$ cat src/hdl/dual_timer_pkg.sv
// Purpose: Shared constants and types for the dual mode counter/timer block.
// Assumes: AHB-Lite slave with 32-bit data, one register per aligned word.
// Notes:   All offsets are byte addresses.
package dual_timer_pkg;

  localparam int unsigned addr_w = 8;

  // Register byte offsets.
  localparam logic [7:0] off_timer_a_low_byte  = 8'h00;
  localparam logic [7:0] off_timer_a_high_byte = 8'h04;
  localparam logic [7:0] off_timer_b_low_byte  = 8'h08;
  localparam logic [7:0] off_timer_b_high_byte = 8'h0c;
  localparam logic [7:0] off_timer_control_reg = 8'h10;
  localparam logic [7:0] off_timer_mode_reg    = 8'h14;
  localparam logic [7:0] off_clock_select_reg  = 8'h18;
  localparam logic [7:0] off_ext_input_config  = 8'h1c;
  localparam logic [7:0] off_interrupt_enable  = 8'h20;

  // Timer control register fields.
  localparam int unsigned tcr_a_run   = 0;
  localparam int unsigned tcr_a_ovf   = 1;
  localparam int unsigned tcr_b_run   = 2;
  localparam int unsigned tcr_b_ovf   = 3;

  // Timer mode register: per timer nibble {gate, count_select, mode[1:0]}.
  localparam int unsigned tmr_a_lsb   = 0;
  localparam int unsigned tmr_b_lsb   = 4;

  // Clock select register fields.
  localparam int unsigned csr_div_lsb = 0;
  localparam int unsigned csr_a_sys   = 2;
  localparam int unsigned csr_b_sys   = 3;

  // External input config and interrupt enable fields.
  localparam int unsigned eic_a_pol   = 0;
  localparam int unsigned eic_b_pol   = 1;
  localparam int unsigned ier_a_en    = 0;
  localparam int unsigned ier_b_en    = 1;

  // Prescaler divide ratios for each clock_divider_select value.
  localparam logic [5:0] div_sel0 = 6'h0c;
  localparam logic [5:0] div_sel1 = 6'h04;
  localparam logic [5:0] div_sel2 = 6'h30;
  localparam logic [5:0] div_sel3 = 6'h08;

  localparam logic [7:0] byte_zero = 8'h00;
  localparam logic [7:0] byte_ones = 8'hff;

  typedef enum logic [1:0] {
    mode_13bit  = 2'h0,
    mode_16bit  = 2'h1,
    mode_reload = 2'h2,
    mode_spare  = 2'h3
  } timer_mode_t;

  // Per-timer configuration carried into the counter core.
  typedef struct packed {
    timer_mode_t mode;
    logic        count_select;
    logic        gate_enable;
    logic        sysclk_select;
    logic        gate_polarity;
    logic        run;
  } timer_cfg_t;

  // Software byte write into the counter core.
  typedef struct packed {
    logic       wr_low;
    logic       wr_high;
    logic [7:0] data;
  } count_wr_t;

endpackage : dual_timer_pkg

$ cat src/hdl/dual_mode_counter_timer.sv
// Purpose: Two general-purpose counter/timers behind an AHB-Lite slave.
// Assumes: Single word transfers; event and gate pins are asynchronous.
// Notes:   Zero wait states; every access answers OKAY.
//
// Overview of operation
// Each count is 16 bits, read and written as low and high bytes.
// Each timer picks one of four modes from its own mode field.
// Timebase is system clock or prescaled clock from divider select.
// Count-select high counts falling event-pin edges, low uses chosen clock.
// Sysclk-select set counts system clocks, cleared counts prescaled clock.
// External events up to a quarter of system clock are counted.
// Outside source holds each event level at least two system clocks.
// Thirteen-bit mode: high byte eight MSBs, low bits 4..0 the LSBs.
// Thirteen-bit wrap from all ones sets overflow flag, may interrupt.
// Count only if run and gate disabled or gate input active.
// Each gate input's active level follows its own polarity bit.
// Setting run neither clears nor reloads the count.
// Software loads the count before setting run.
// Sixteen-bit mode is like thirteen-bit but uses all bits.
// Reload mode: low byte counts, wraps reload from high, set overflow.
// Reload leaves the high byte unchanged.
// Software initialises low byte before enabling reload mode.
// Each timer interrupt gated by its own enable bit.
// Overflow pulses are exported to other peripherals.
// Event and gate pins pass two flops; falls found from samples.
//
// The implementer's own choices: the register addresses and the AHB-Lite register port.
`timescale 1ns/1ps
`default_nettype none
module dual_mode_counter_timer (
  // AHB-Lite slave
  input  wire logic        hclk,
  input  wire logic        hresetn,
  input  wire logic        hsel,
  input  wire logic [31:0] haddr,
  input  wire logic [1:0]  htrans,
  input  wire logic        hwrite,
  input  wire logic [2:0]  hsize,
  input  wire logic [31:0] hwdata,
  input  wire logic        hready,
  output logic [31:0]      hrdata,
  output logic             hreadyout,
  output logic             hresp,
  // External pins
  input  wire logic        event_pin_a,
  input  wire logic        event_pin_b,
  input  wire logic        gate_input_a,
  input  wire logic        gate_input_b,
  // Interrupts and peripheral events
  output logic             timer_a_irq,
  output logic             timer_b_irq,
  output logic             timer_a_overflow_pulse,
  output logic             timer_b_overflow_pulse
);

  // Address phase capture.
  logic        wr_pend_ff;
  logic        nxt_wr_pend;
  logic [7:0]  wr_addr_ff;
  logic [7:0]  nxt_wr_addr;
  logic [31:0] rdata_ff;
  logic [31:0] nxt_rdata;
  logic        addr_ok;

  // Software registers.
  logic [3:0]  control_ff;
  logic [3:0]  nxt_control;
  logic [7:0]  mode_ff;
  logic [7:0]  nxt_mode;
  logic [3:0]  clksel_ff;
  logic [3:0]  nxt_clksel;
  logic [1:0]  extcfg_ff;
  logic [1:0]  nxt_extcfg;
  logic [1:0]  irqen_ff;
  logic [1:0]  nxt_irqen;

  // Pin synchronisers, stage one read only by stage two.
  logic [3:0]  sync1_ff;
  logic [3:0]  sync2_ff;
  logic [3:0]  sync3_ff;
  logic [3:0]  nxt_sync3;

  // Prescaler.
  logic [5:0]  presc_ff;
  logic [5:0]  nxt_presc;
  logic        presc_tick;
  logic [5:0]  presc_limit;

  // Timer interconnect.
  dual_timer_pkg::timer_cfg_t cfg_a;
  dual_timer_pkg::timer_cfg_t cfg_b;
  dual_timer_pkg::count_wr_t  wr_a;
  dual_timer_pkg::count_wr_t  wr_b;
  logic [7:0]  a_low;
  logic [7:0]  a_high;
  logic [7:0]  b_low;
  logic [7:0]  b_high;
  logic        ovf_a;
  logic        ovf_b;
  logic        fall_a;
  logic        fall_b;
  logic        wr_en;

  function automatic logic [5:0] divide_ratio(input logic [1:0] sel);
    case (sel)
      2'h0:    divide_ratio = dual_timer_pkg::div_sel0;
      2'h1:    divide_ratio = dual_timer_pkg::div_sel1;
      2'h2:    divide_ratio = dual_timer_pkg::div_sel2;
      default: divide_ratio = dual_timer_pkg::div_sel3;
    endcase
  endfunction : divide_ratio

  function automatic logic is_reg(input logic [7:0] a);
    is_reg = (a == dual_timer_pkg::off_timer_a_low_byte)  |
             (a == dual_timer_pkg::off_timer_a_high_byte) |
             (a == dual_timer_pkg::off_timer_b_low_byte)  |
             (a == dual_timer_pkg::off_timer_b_high_byte) |
             (a == dual_timer_pkg::off_timer_control_reg) |
             (a == dual_timer_pkg::off_timer_mode_reg)    |
             (a == dual_timer_pkg::off_clock_select_reg)  |
             (a == dual_timer_pkg::off_ext_input_config)  |
             (a == dual_timer_pkg::off_interrupt_enable);
  endfunction : is_reg

  // Bus slave: zero wait states, unmapped reads return zero and writes drop.
  always_comb begin
    addr_ok     = hsel & hready & htrans[1];
    nxt_wr_pend = addr_ok & hwrite & is_reg(haddr[7:0]) & (haddr[31:8] == 24'h000000);
    nxt_wr_addr = addr_ok ? haddr[7:0] : wr_addr_ff;
    nxt_rdata   = 32'h0000_0000;
    if (addr_ok && !hwrite && (haddr[31:8] == 24'h000000)) begin
      case (haddr[7:0])
        dual_timer_pkg::off_timer_a_low_byte:  nxt_rdata = {24'h000000, a_low};
        dual_timer_pkg::off_timer_a_high_byte: nxt_rdata = {24'h000000, a_high};
        dual_timer_pkg::off_timer_b_low_byte:  nxt_rdata = {24'h000000, b_low};
        dual_timer_pkg::off_timer_b_high_byte: nxt_rdata = {24'h000000, b_high};
        dual_timer_pkg::off_timer_control_reg: nxt_rdata = {28'h0000000, control_ff};
        dual_timer_pkg::off_timer_mode_reg:    nxt_rdata = {24'h000000, mode_ff};
        dual_timer_pkg::off_clock_select_reg:  nxt_rdata = {28'h0000000, clksel_ff};
        dual_timer_pkg::off_ext_input_config:  nxt_rdata = {30'h0, extcfg_ff};
        dual_timer_pkg::off_interrupt_enable:  nxt_rdata = {30'h0, irqen_ff};
        default:                               nxt_rdata = 32'h0000_0000;
      endcase
    end
  end

  assign wr_en     = wr_pend_ff;
  assign hrdata    = rdata_ff;
  assign hreadyout = 1'b1;
  assign hresp     = 1'b0;

  // Register updates. Hardware overflow sets win over a software clear.
  always_comb begin
    nxt_control = control_ff;
    nxt_mode    = mode_ff;
    nxt_clksel  = clksel_ff;
    nxt_extcfg  = extcfg_ff;
    nxt_irqen   = irqen_ff;
    if (wr_en) begin
      case (wr_addr_ff)
        dual_timer_pkg::off_timer_control_reg: nxt_control = hwdata[3:0];
        dual_timer_pkg::off_timer_mode_reg:    nxt_mode    = hwdata[7:0];
        dual_timer_pkg::off_clock_select_reg:  nxt_clksel  = hwdata[3:0];
        dual_timer_pkg::off_ext_input_config:  nxt_extcfg  = hwdata[1:0];
        dual_timer_pkg::off_interrupt_enable:  nxt_irqen   = hwdata[1:0];
        default:                               nxt_control = control_ff;
      endcase
    end
    if (ovf_a) begin
      nxt_control[dual_timer_pkg::tcr_a_ovf] = 1'b1;
    end
    if (ovf_b) begin
      nxt_control[dual_timer_pkg::tcr_b_ovf] = 1'b1;
    end
  end

  // Byte writes into the count registers.
  always_comb begin
    wr_a.data    = hwdata[7:0];
    wr_b.data    = hwdata[7:0];
    wr_a.wr_low  = wr_en & (wr_addr_ff == dual_timer_pkg::off_timer_a_low_byte);
    wr_a.wr_high = wr_en & (wr_addr_ff == dual_timer_pkg::off_timer_a_high_byte);
    wr_b.wr_low  = wr_en & (wr_addr_ff == dual_timer_pkg::off_timer_b_low_byte);
    wr_b.wr_high = wr_en & (wr_addr_ff == dual_timer_pkg::off_timer_b_high_byte);
  end

  // Independent per-timer configuration.
  always_comb begin
    cfg_a.mode          = dual_timer_pkg::timer_mode_t'(mode_ff[dual_timer_pkg::tmr_a_lsb +: 2]);
    cfg_a.count_select  = mode_ff[dual_timer_pkg::tmr_a_lsb + 2];
    cfg_a.gate_enable   = mode_ff[dual_timer_pkg::tmr_a_lsb + 3];
    cfg_a.sysclk_select = clksel_ff[dual_timer_pkg::csr_a_sys];
    cfg_a.gate_polarity = extcfg_ff[dual_timer_pkg::eic_a_pol];
    cfg_a.run           = control_ff[dual_timer_pkg::tcr_a_run];
    cfg_b.mode          = dual_timer_pkg::timer_mode_t'(mode_ff[dual_timer_pkg::tmr_b_lsb +: 2]);
    cfg_b.count_select  = mode_ff[dual_timer_pkg::tmr_b_lsb + 2];
    cfg_b.gate_enable   = mode_ff[dual_timer_pkg::tmr_b_lsb + 3];
    cfg_b.sysclk_select = clksel_ff[dual_timer_pkg::csr_b_sys];
    cfg_b.gate_polarity = extcfg_ff[dual_timer_pkg::eic_b_pol];
    cfg_b.run           = control_ff[dual_timer_pkg::tcr_b_run];
  end

  // Prescaler shared by both timers; one tick every divide_ratio clocks.
  always_comb begin
    presc_limit = divide_ratio(clksel_ff[dual_timer_pkg::csr_div_lsb +: 2]) - 6'h01;
    presc_tick  = (presc_ff >= presc_limit);
    nxt_presc   = presc_tick ? 6'h00 : presc_ff + 6'h01;
  end

  // Third stage holds the previous sample so falls can be seen.
  always_comb begin
    nxt_sync3 = sync2_ff;
    fall_a    = sync3_ff[0] & ~sync2_ff[0];
    fall_b    = sync3_ff[1] & ~sync2_ff[1];
  end

  always_ff @(posedge hclk or negedge hresetn) begin
    if (!hresetn) begin
      sync1_ff <= 4'h0;
      sync2_ff <= 4'h0;
      sync3_ff <= 4'h0;
    end else begin
      sync1_ff <= {gate_input_b, gate_input_a, event_pin_b, event_pin_a};
      sync2_ff <= sync1_ff;
      sync3_ff <= nxt_sync3;
    end
  end

  always_ff @(posedge hclk or negedge hresetn) begin
    if (!hresetn) begin
      wr_pend_ff <= 1'b0;
      wr_addr_ff <= 8'h00;
      rdata_ff   <= 32'h0000_0000;
      control_ff <= 4'h0;
      mode_ff    <= 8'h00;
      clksel_ff  <= 4'h0;
      extcfg_ff  <= 2'h0;
      irqen_ff   <= 2'h0;
      presc_ff   <= 6'h00;
    end else begin
      wr_pend_ff <= nxt_wr_pend;
      wr_addr_ff <= nxt_wr_addr;
      rdata_ff   <= nxt_rdata;
      control_ff <= nxt_control;
      mode_ff    <= nxt_mode;
      clksel_ff  <= nxt_clksel;
      extcfg_ff  <= nxt_extcfg;
      irqen_ff   <= nxt_irqen;
      presc_ff   <= nxt_presc;
    end
  end

  // An event needs one high sample then one low sample, so a quarter-rate input is caught.
  timer_core u_timer_a (
    .hclk       (hclk),
    .hresetn    (hresetn),
    .cfg        (cfg_a),
    .presc_tick (presc_tick),
    .event_fall (fall_a),
    .gate_level (sync2_ff[2]),
    .wr         (wr_a),
    .low_byte   (a_low),
    .high_byte  (a_high),
    .overflow   (ovf_a)
  );

  timer_core u_timer_b (
    .hclk       (hclk),
    .hresetn    (hresetn),
    .cfg        (cfg_b),
    .presc_tick (presc_tick),
    .event_fall (fall_b),
    .gate_level (sync2_ff[3]),
    .wr         (wr_b),
    .low_byte   (b_low),
    .high_byte  (b_high),
    .overflow   (ovf_b)
  );

  assign timer_a_irq = control_ff[dual_timer_pkg::tcr_a_ovf] & irqen_ff[dual_timer_pkg::ier_a_en];
  assign timer_b_irq = control_ff[dual_timer_pkg::tcr_b_ovf] & irqen_ff[dual_timer_pkg::ier_b_en];
  assign timer_a_overflow_pulse = ovf_a;
  assign timer_b_overflow_pulse = ovf_b;

endmodule : dual_mode_counter_timer
`default_nettype wire

$ cat src/hdl/timer_core.sv
// Purpose: One counter/timer channel with 13-bit, 16-bit and 8-bit reload modes.
// Assumes: Pin inputs already synchronised; tick inputs are one-cycle pulses.
// Notes:   A software byte write wins over counting in the same cycle.
`timescale 1ns/1ps
`default_nettype none
module timer_core (
  // Clock and reset
  input  wire logic                    hclk,
  input  wire logic                    hresetn,
  // Configuration and timebase
  input  wire dual_timer_pkg::timer_cfg_t cfg,
  input  wire logic                    presc_tick,
  input  wire logic                    event_fall,
  input  wire logic                    gate_level,
  // Software access
  input  wire dual_timer_pkg::count_wr_t  wr,
  // Results
  output logic [7:0]                   low_byte,
  output logic [7:0]                   high_byte,
  output logic                         overflow
);

  logic [7:0] low_ff;
  logic [7:0] high_ff;
  logic [7:0] nxt_low;
  logic [7:0] nxt_high;
  logic       ovf_ff;
  logic       nxt_ovf;
  logic       enable;
  logic       tick;
  logic [12:0] c13;
  logic [15:0] c16;

  always_comb begin
    enable   = cfg.run & (~cfg.gate_enable | (gate_level ~^ cfg.gate_polarity));
    if (cfg.count_select) begin
      tick = event_fall;
    end else begin
      tick = cfg.sysclk_select ? 1'b1 : presc_tick;
    end
    nxt_low  = low_ff;
    nxt_high = high_ff;
    nxt_ovf  = 1'b0;
    c13      = {high_ff, low_ff[4:0]} + 13'h0001;
    c16      = {high_ff, low_ff} + 16'h0001;
    if (enable && tick) begin
      case (cfg.mode)
        dual_timer_pkg::mode_13bit: begin
          nxt_high = c13[12:5];
          nxt_low  = {low_ff[7:5], c13[4:0]};
          nxt_ovf  = ({high_ff, low_ff[4:0]} == 13'h1fff);
        end
        dual_timer_pkg::mode_16bit: begin
          {nxt_high, nxt_low} = c16;
          nxt_ovf  = ({high_ff, low_ff} == 16'hffff);
        end
        dual_timer_pkg::mode_reload: begin
          if (low_ff == dual_timer_pkg::byte_ones) begin
            nxt_low = high_ff;
            nxt_ovf = 1'b1;
          end else begin
            nxt_low = low_ff + 8'h01;
          end
        end
        default: begin
          nxt_low = low_ff;
        end
      endcase
    end
    if (wr.wr_low) begin
      nxt_low = wr.data;
    end
    if (wr.wr_high) begin
      nxt_high = wr.data;
    end
  end

  always_ff @(posedge hclk or negedge hresetn) begin
    if (!hresetn) begin
      low_ff  <= dual_timer_pkg::byte_zero;
      high_ff <= dual_timer_pkg::byte_zero;
      ovf_ff  <= 1'b0;
    end else begin
      low_ff  <= nxt_low;
      high_ff <= nxt_high;
      ovf_ff  <= nxt_ovf;
    end
  end

  assign low_byte  = low_ff;
  assign high_byte = high_ff;
  assign overflow  = ovf_ff;

endmodule : timer_core
`default_nettype wire

$ cat config.mk
export PLATFORM = sky130hd
export DESIGN_NAME = dual_mode_counter_timer
export DESIGN_NICKNAME = d
export VERILOG_FILES = /design/src/hdl/dual_timer_pkg.sv /design/src/hdl/dual_mode_counter_timer.sv /design/src/hdl/timer_core.sv
export SDC_FILE = /design/constraint.sdc
export NUM_CORES = 1
export LEC_CHECK = 0
export BUFFER_PORTS_ARGS = -buffer_cell sky130_fd_sc_hd__buf_2
export CELL_PAD_IN_SITES_DETAIL_PLACEMENT = 1
export CELL_PAD_IN_SITES_GLOBAL_PLACEMENT = 1
export CORE_MARGIN = 2
export CORE_UTILIZATION = 45
export CTS_CLUSTER_DIAMETER = 200
export DETAILED_ROUTE_END_ITERATION = 10
export PLACE_DENSITY = 0.95
export SLEW_MARGIN = 20
export SYNTH_ARGS = -nofsm -noshare
export SYNTH_HDL_FRONTEND = slang
export SYNTH_HIERARCHICAL = 1
export SYNTH_SLANG_ARGS = --single-unit
$ cat constraint.sdc
create_clock -name hclk -period 7.2 [get_ports hclk]
set_input_delay 0.36 -clock hclk [delete_from_list [all_inputs] [get_ports hclk]]
set_output_delay 0.36 -clock hclk [all_outputs]
set_load 0.02 [all_outputs]
# Word-level counts from Yosys, hierarchy flattened
# Index checks and enable logic that the tools add are counted.
# word_totals
latch_bits	0
memories	0
mem_bits_ro	0
ramBits	0
input_bits	78
register_bits	111
# op_classes
shifts	0
n_addsub	8
eq_ne	30
div	0
mux	32
bitwise_logic	31
mul	0
n_lt_le_gt_ge	1
reduce_logical	38
# op_table
cell	n
2-to-1 mux 8 bit	10
one-hot mux 8 bit (9 select lines)	1
== test 8 x 5 -> 1 bit (second input constant)	8
one-hot mux 8 bit (3 select lines)	2
adder 16 x 1 -> 16 bit (second input constant)	2
== test 16 bit (second input constant)	2
== test 8 x 4 -> 1 bit (second input constant)	4
2-to-1 mux 32 bit	1
one-hot mux 8 bit (2 select lines)	2
adder 13 x 1 -> 13 bit (second input constant)	2
== test 13 bit (second input constant)	2
zero test 24 bit	1
AND reduction 2 bit	11
one-hot mux 6 bit (3 select lines)	1
adder 8 x 1 -> 8 bit (second input constant)	2
== test 8 x 3 -> 1 bit (second input constant)	2
== test 8 x 6 -> 1 bit (second input constant)	2
== test 8 bit (second input constant)	2
zero test 8 bit	2
nonzero test 2 bit	8
AND 1 bit	15
nonzero test 3 bit	4
2-to-1 mux 1 bit	10
bitwise OR 1 bit	10
16 further kinds	34

# Logic depth before layout (Yosys ltp)
# depth
ltp_word	11
mapped_depth	11
mapped_depth_nobuf	10

# Hierarchy
# Netlist, hierarchy kept.
# by_module_without_submodules
mod	seq_area_each_um2	n_inst	area_each_um2	cells_per_inst
dual_mode_counter_timer	1326.3	1	2785.2	252
timer_core	425.4	2	1363.8	164

# Worst setup path before layout
# OpenSTA, ideal clock, no wires.
# synth_timing
path_type	register -> register
from	register wr_addr_ff[7]
to	register u_timer_a.low_ff[1] (netlist: u_timer_a/low_byte[1])
setup_slack_ps	4582
arrival_time_ps	2479
stages_incl_launch_ff	10
setup_ps	139
cell_sequence	dfrtp_1 or3b_2 or3_1 nor3b_1 clkbuf_1 clkinv_1 o21a_1 buf_2 a311oi_1 a221oi_1
# synth_lines
element	line	text
start, declared	dual_mode_counter_timer.sv:59	logic [7:0] wr_addr_ff;
start signal, assigned	dual_mode_counter_timer.sv:242	wr_addr_ff <= nxt_wr_addr;
end signal, assigned	timer_core.sv:80	low_ff <= dual_timer_pkg::byte_zero;
end signal, assigned	timer_core.sv:84	low_ff <= nxt_low;
end, declared	timer_core.sv:23	logic [7:0] low_ff;

==> impl_metrics.toml <==
[clocking]
cts_resized = 0
cts_tree = "built"
cts.reportedPaths.clkPinSlew_ns = 0.07
htreeDepth = 3
clock_path_buffers = 2
cts_sinks = 87
cts_root_buffer = "clkbuf_16"
worstSkewPairLatency_ns = 0.35
cts_made_buffers = 9

[floorplan]
die_y_um = 115
coreArea_um2 = 12000
dieArea_um2 = 13200
start_util_pct = 46.1
fp-row-count = 40
dieWidth_um = 115
io_pins = 116

[route]
dr.pass1.iters = 7
first_iter_violations = 462
route.met3.wl_um = 1560
dr_wl_met2_um = 9080
wirelength_met1_um = 7690
highest_layer = "met4"
antenna_left = 0
route.vias.total = 5127
vias_per_cell = 6.55
drc = 0
post_drt_wl_per_cell_um = 24.5
drt-total-wl_um = 19200

[synth]
synth-seq-area-share_pct = 39.5
syn_inst = 580
synthArstFlopShare_pct = 100
synth_ff_type = "dfrtp_1"
syn_area_um2 = 5510
avgSynthCellArea_um2 = 9.50
ys_ff_latch = 87
synth-edff-count = 0
synth_cell_types = 61
yosys_warnings = 6

[global_route]
gr-total-overflow = 0
grt_pass1_vias = 5302
antenna_found_initial = 0
grt_pass1_wl_um = 29600
grt_max_degree = 53
track_usage_pct = 29.8

[sta]
final-hold-violation-count = 0
max_slew_margin_pct = 38.9
fmax_mhz = 282
rsz0062_at_grt = "false"
clock-skew-final_ns = 0.0168
fin_ws_ns = 3.66
worstMarginPinSlew_ns = 0.913
final-setup-viol-count = 0
fin_setup_tns_ns = 0
drv_slew = 0
hold_ws_ns = 0.114
layout_min_cycle_time_ns = 3.54
period_share_pct = 49.2

[power_and_ir_drop]
total_power_mw = 1.49
power_density_nw_per_um2 = 241
p_leak_nw = 2.55
peakVddDrop_mv = 0.122

[critical_path]
criticalPathCategory = "reg -> reg"
required_ns = 7.42
crit_path_end_kind = "register"
cp_max_fo = 10
startpoint_type = "register"
crit_arrival_ns = 3.76

[layout]
drive_gt1_share_pct = 21.2
final_common_cell = "dfrtp_1"
stdcell_count = 783
area_growth_pct = 11.9
final_cell_mix = "dfrtp_1, buf_2, nand2_1"
fin_area_um2 = 6170
nNetsFinal = 724
final_util_pct = 51.6
fill_cells = 1387
n_antenna_cell = 0

[place]
dp.cells = 766
dpl.hpwl_um = 12500
port_buffers = 61
routabilityCongestion = 0.917
placed_area_um2 = 5830
place_ws_ns = 3.88

[outcome]
status = "finished, final reports clean"

[run]
drv_cap = 0

[worst_hold_path]
hold_class = "in -> reg"
worst paths after layout:
check	startpoint	end	slack (ns)	depth (start not counted)
worst max-delay path	wr_addr_ff[7]$_DFFE_PN0P_	u_timer_b/low_byte[1]$_DFFE_PN0P_	3.66	7
worst min-delay path	event_pin_a	sync1_ff[0]$_DFF_PN0_	0.11	1
max in group asynchronous	hresetn	u_timer_a/low_byte[2]$_DFFE_PN0P_	5.63	3
worst max register to register	wr_addr_ff[7]$_DFFE_PN0P_	u_timer_b/low_byte[1]$_DFFE_PN0P_	3.66	7
min in group asynchronous	hresetn	u_timer_b/low_byte[4]$_DFFE_PN0P_	0.51	2
worst min register to register	sync1_ff[0]$_DFF_PN0_	nxt_sync3[0]$_DFF_PN0_	0.35	0
worst max-delay path, cell delays in order (launching register included):
cell,delay (ns)
dfrtp_1,0.38
or3b_2,0.53
or3_1,0.42
nor2_1,0.74
clkinv_1,0.55
o21a_1,0.36
a311oi_1,0.29
a221oi_1,0.13
state kept, by name (all words and copies together), names as in the netlist:
signal,flops
clksel_ff,4
control_ff,4
extcfg_ff,2
hrdata,8
irqen_ff,2
mode_ff,8
nxt_sync3,4
presc_ff,6
sync1_ff,4
sync3_ff,2
u_timer_a/high_byte,8
u_timer_a/low_byte,8
u_timer_a/overflow,1
u_timer_b/high_byte,8
u_timer_b/low_byte,8
u_timer_b/overflow,1
wr_addr_ff,8
wr_en,1
kinds of logic after synthesis:
group           count (synthesis)  synth area share (%)
xor+xnor                       24                  3.81
buf+inv                        71                  6.83
flops                          87                  39.5
simple gates                  201                  20.2
mux                            50                  9.85
other cells                     2                 0.136
fa+ha+maj                      15                  3.40
compound gates                130                  16.3
layout make-up:
type / instances / area (um^2) / area share, %
clock inverter: 7 / 101 / 1.64
tap: 147 / 184 / 2.98
inverter: 20 / 75.1 / 1.22
sequential: 87 / 2180 / 35.3
clock buffer: 9 / 225 / 3.65
timing repair buffer: 66 / 348 / 5.64
multi-input combinational: 447 / 3060 / 49.6
cells in the mapped netlist, drive strengths merged, types with 5 or more instances:
cell type | number | area [um^2]
nor2 | 27 | 106
o2111ai | 6 | 52.6
a21oi | 24 | 120
inv | 18 | 67.6
nand4 | 8 | 62.6
a41oi | 5 | 43.8
o22a | 10 | 90.1
o21ai | 33 | 165
nand3 | 30 | 165
clkbuf | 14 | 52.6
and2 | 8 | 50.1
xor2 | 8 | 70.1
dfrtp | 87 | 2180
nand2 | 46 | 173
o22ai | 6 | 37.5
nand3b | 6 | 45.0
nor2b | 6 | 37.5
mux2 | 34 | 383
nor3 | 21 | 120
ha | 15 | 188
buf | 37 | 249
xnor2 | 16 | 140
and3 | 5 | 31.3
nor4 | 17 | 119
a31oi | 12 | 75.1
or3 | 9 | 56.3
mux2i | 16 | 160
power breakdown:
group	internal [mW]	switching (mW)	total, mW
sequential	0.541	0.0918	0.632
clock	0.309	0.222	0.531
combinational	0.130	0.194	0.324
repair_timing:
action | CTS | global route
hold endpoints to repair | 35 | 0
setup buffers | 0 | 0
hold buffers | 1 | 0
metal layers:
layer  vias up  global-route usage (%)
met5         -                       0
met4         0                    14.9
met3        68                    7.36
met2       312                    48.0
met1      2549                    37.4
li1       2198                       -
Note: power is estimated with default switching activity, not from simulation.
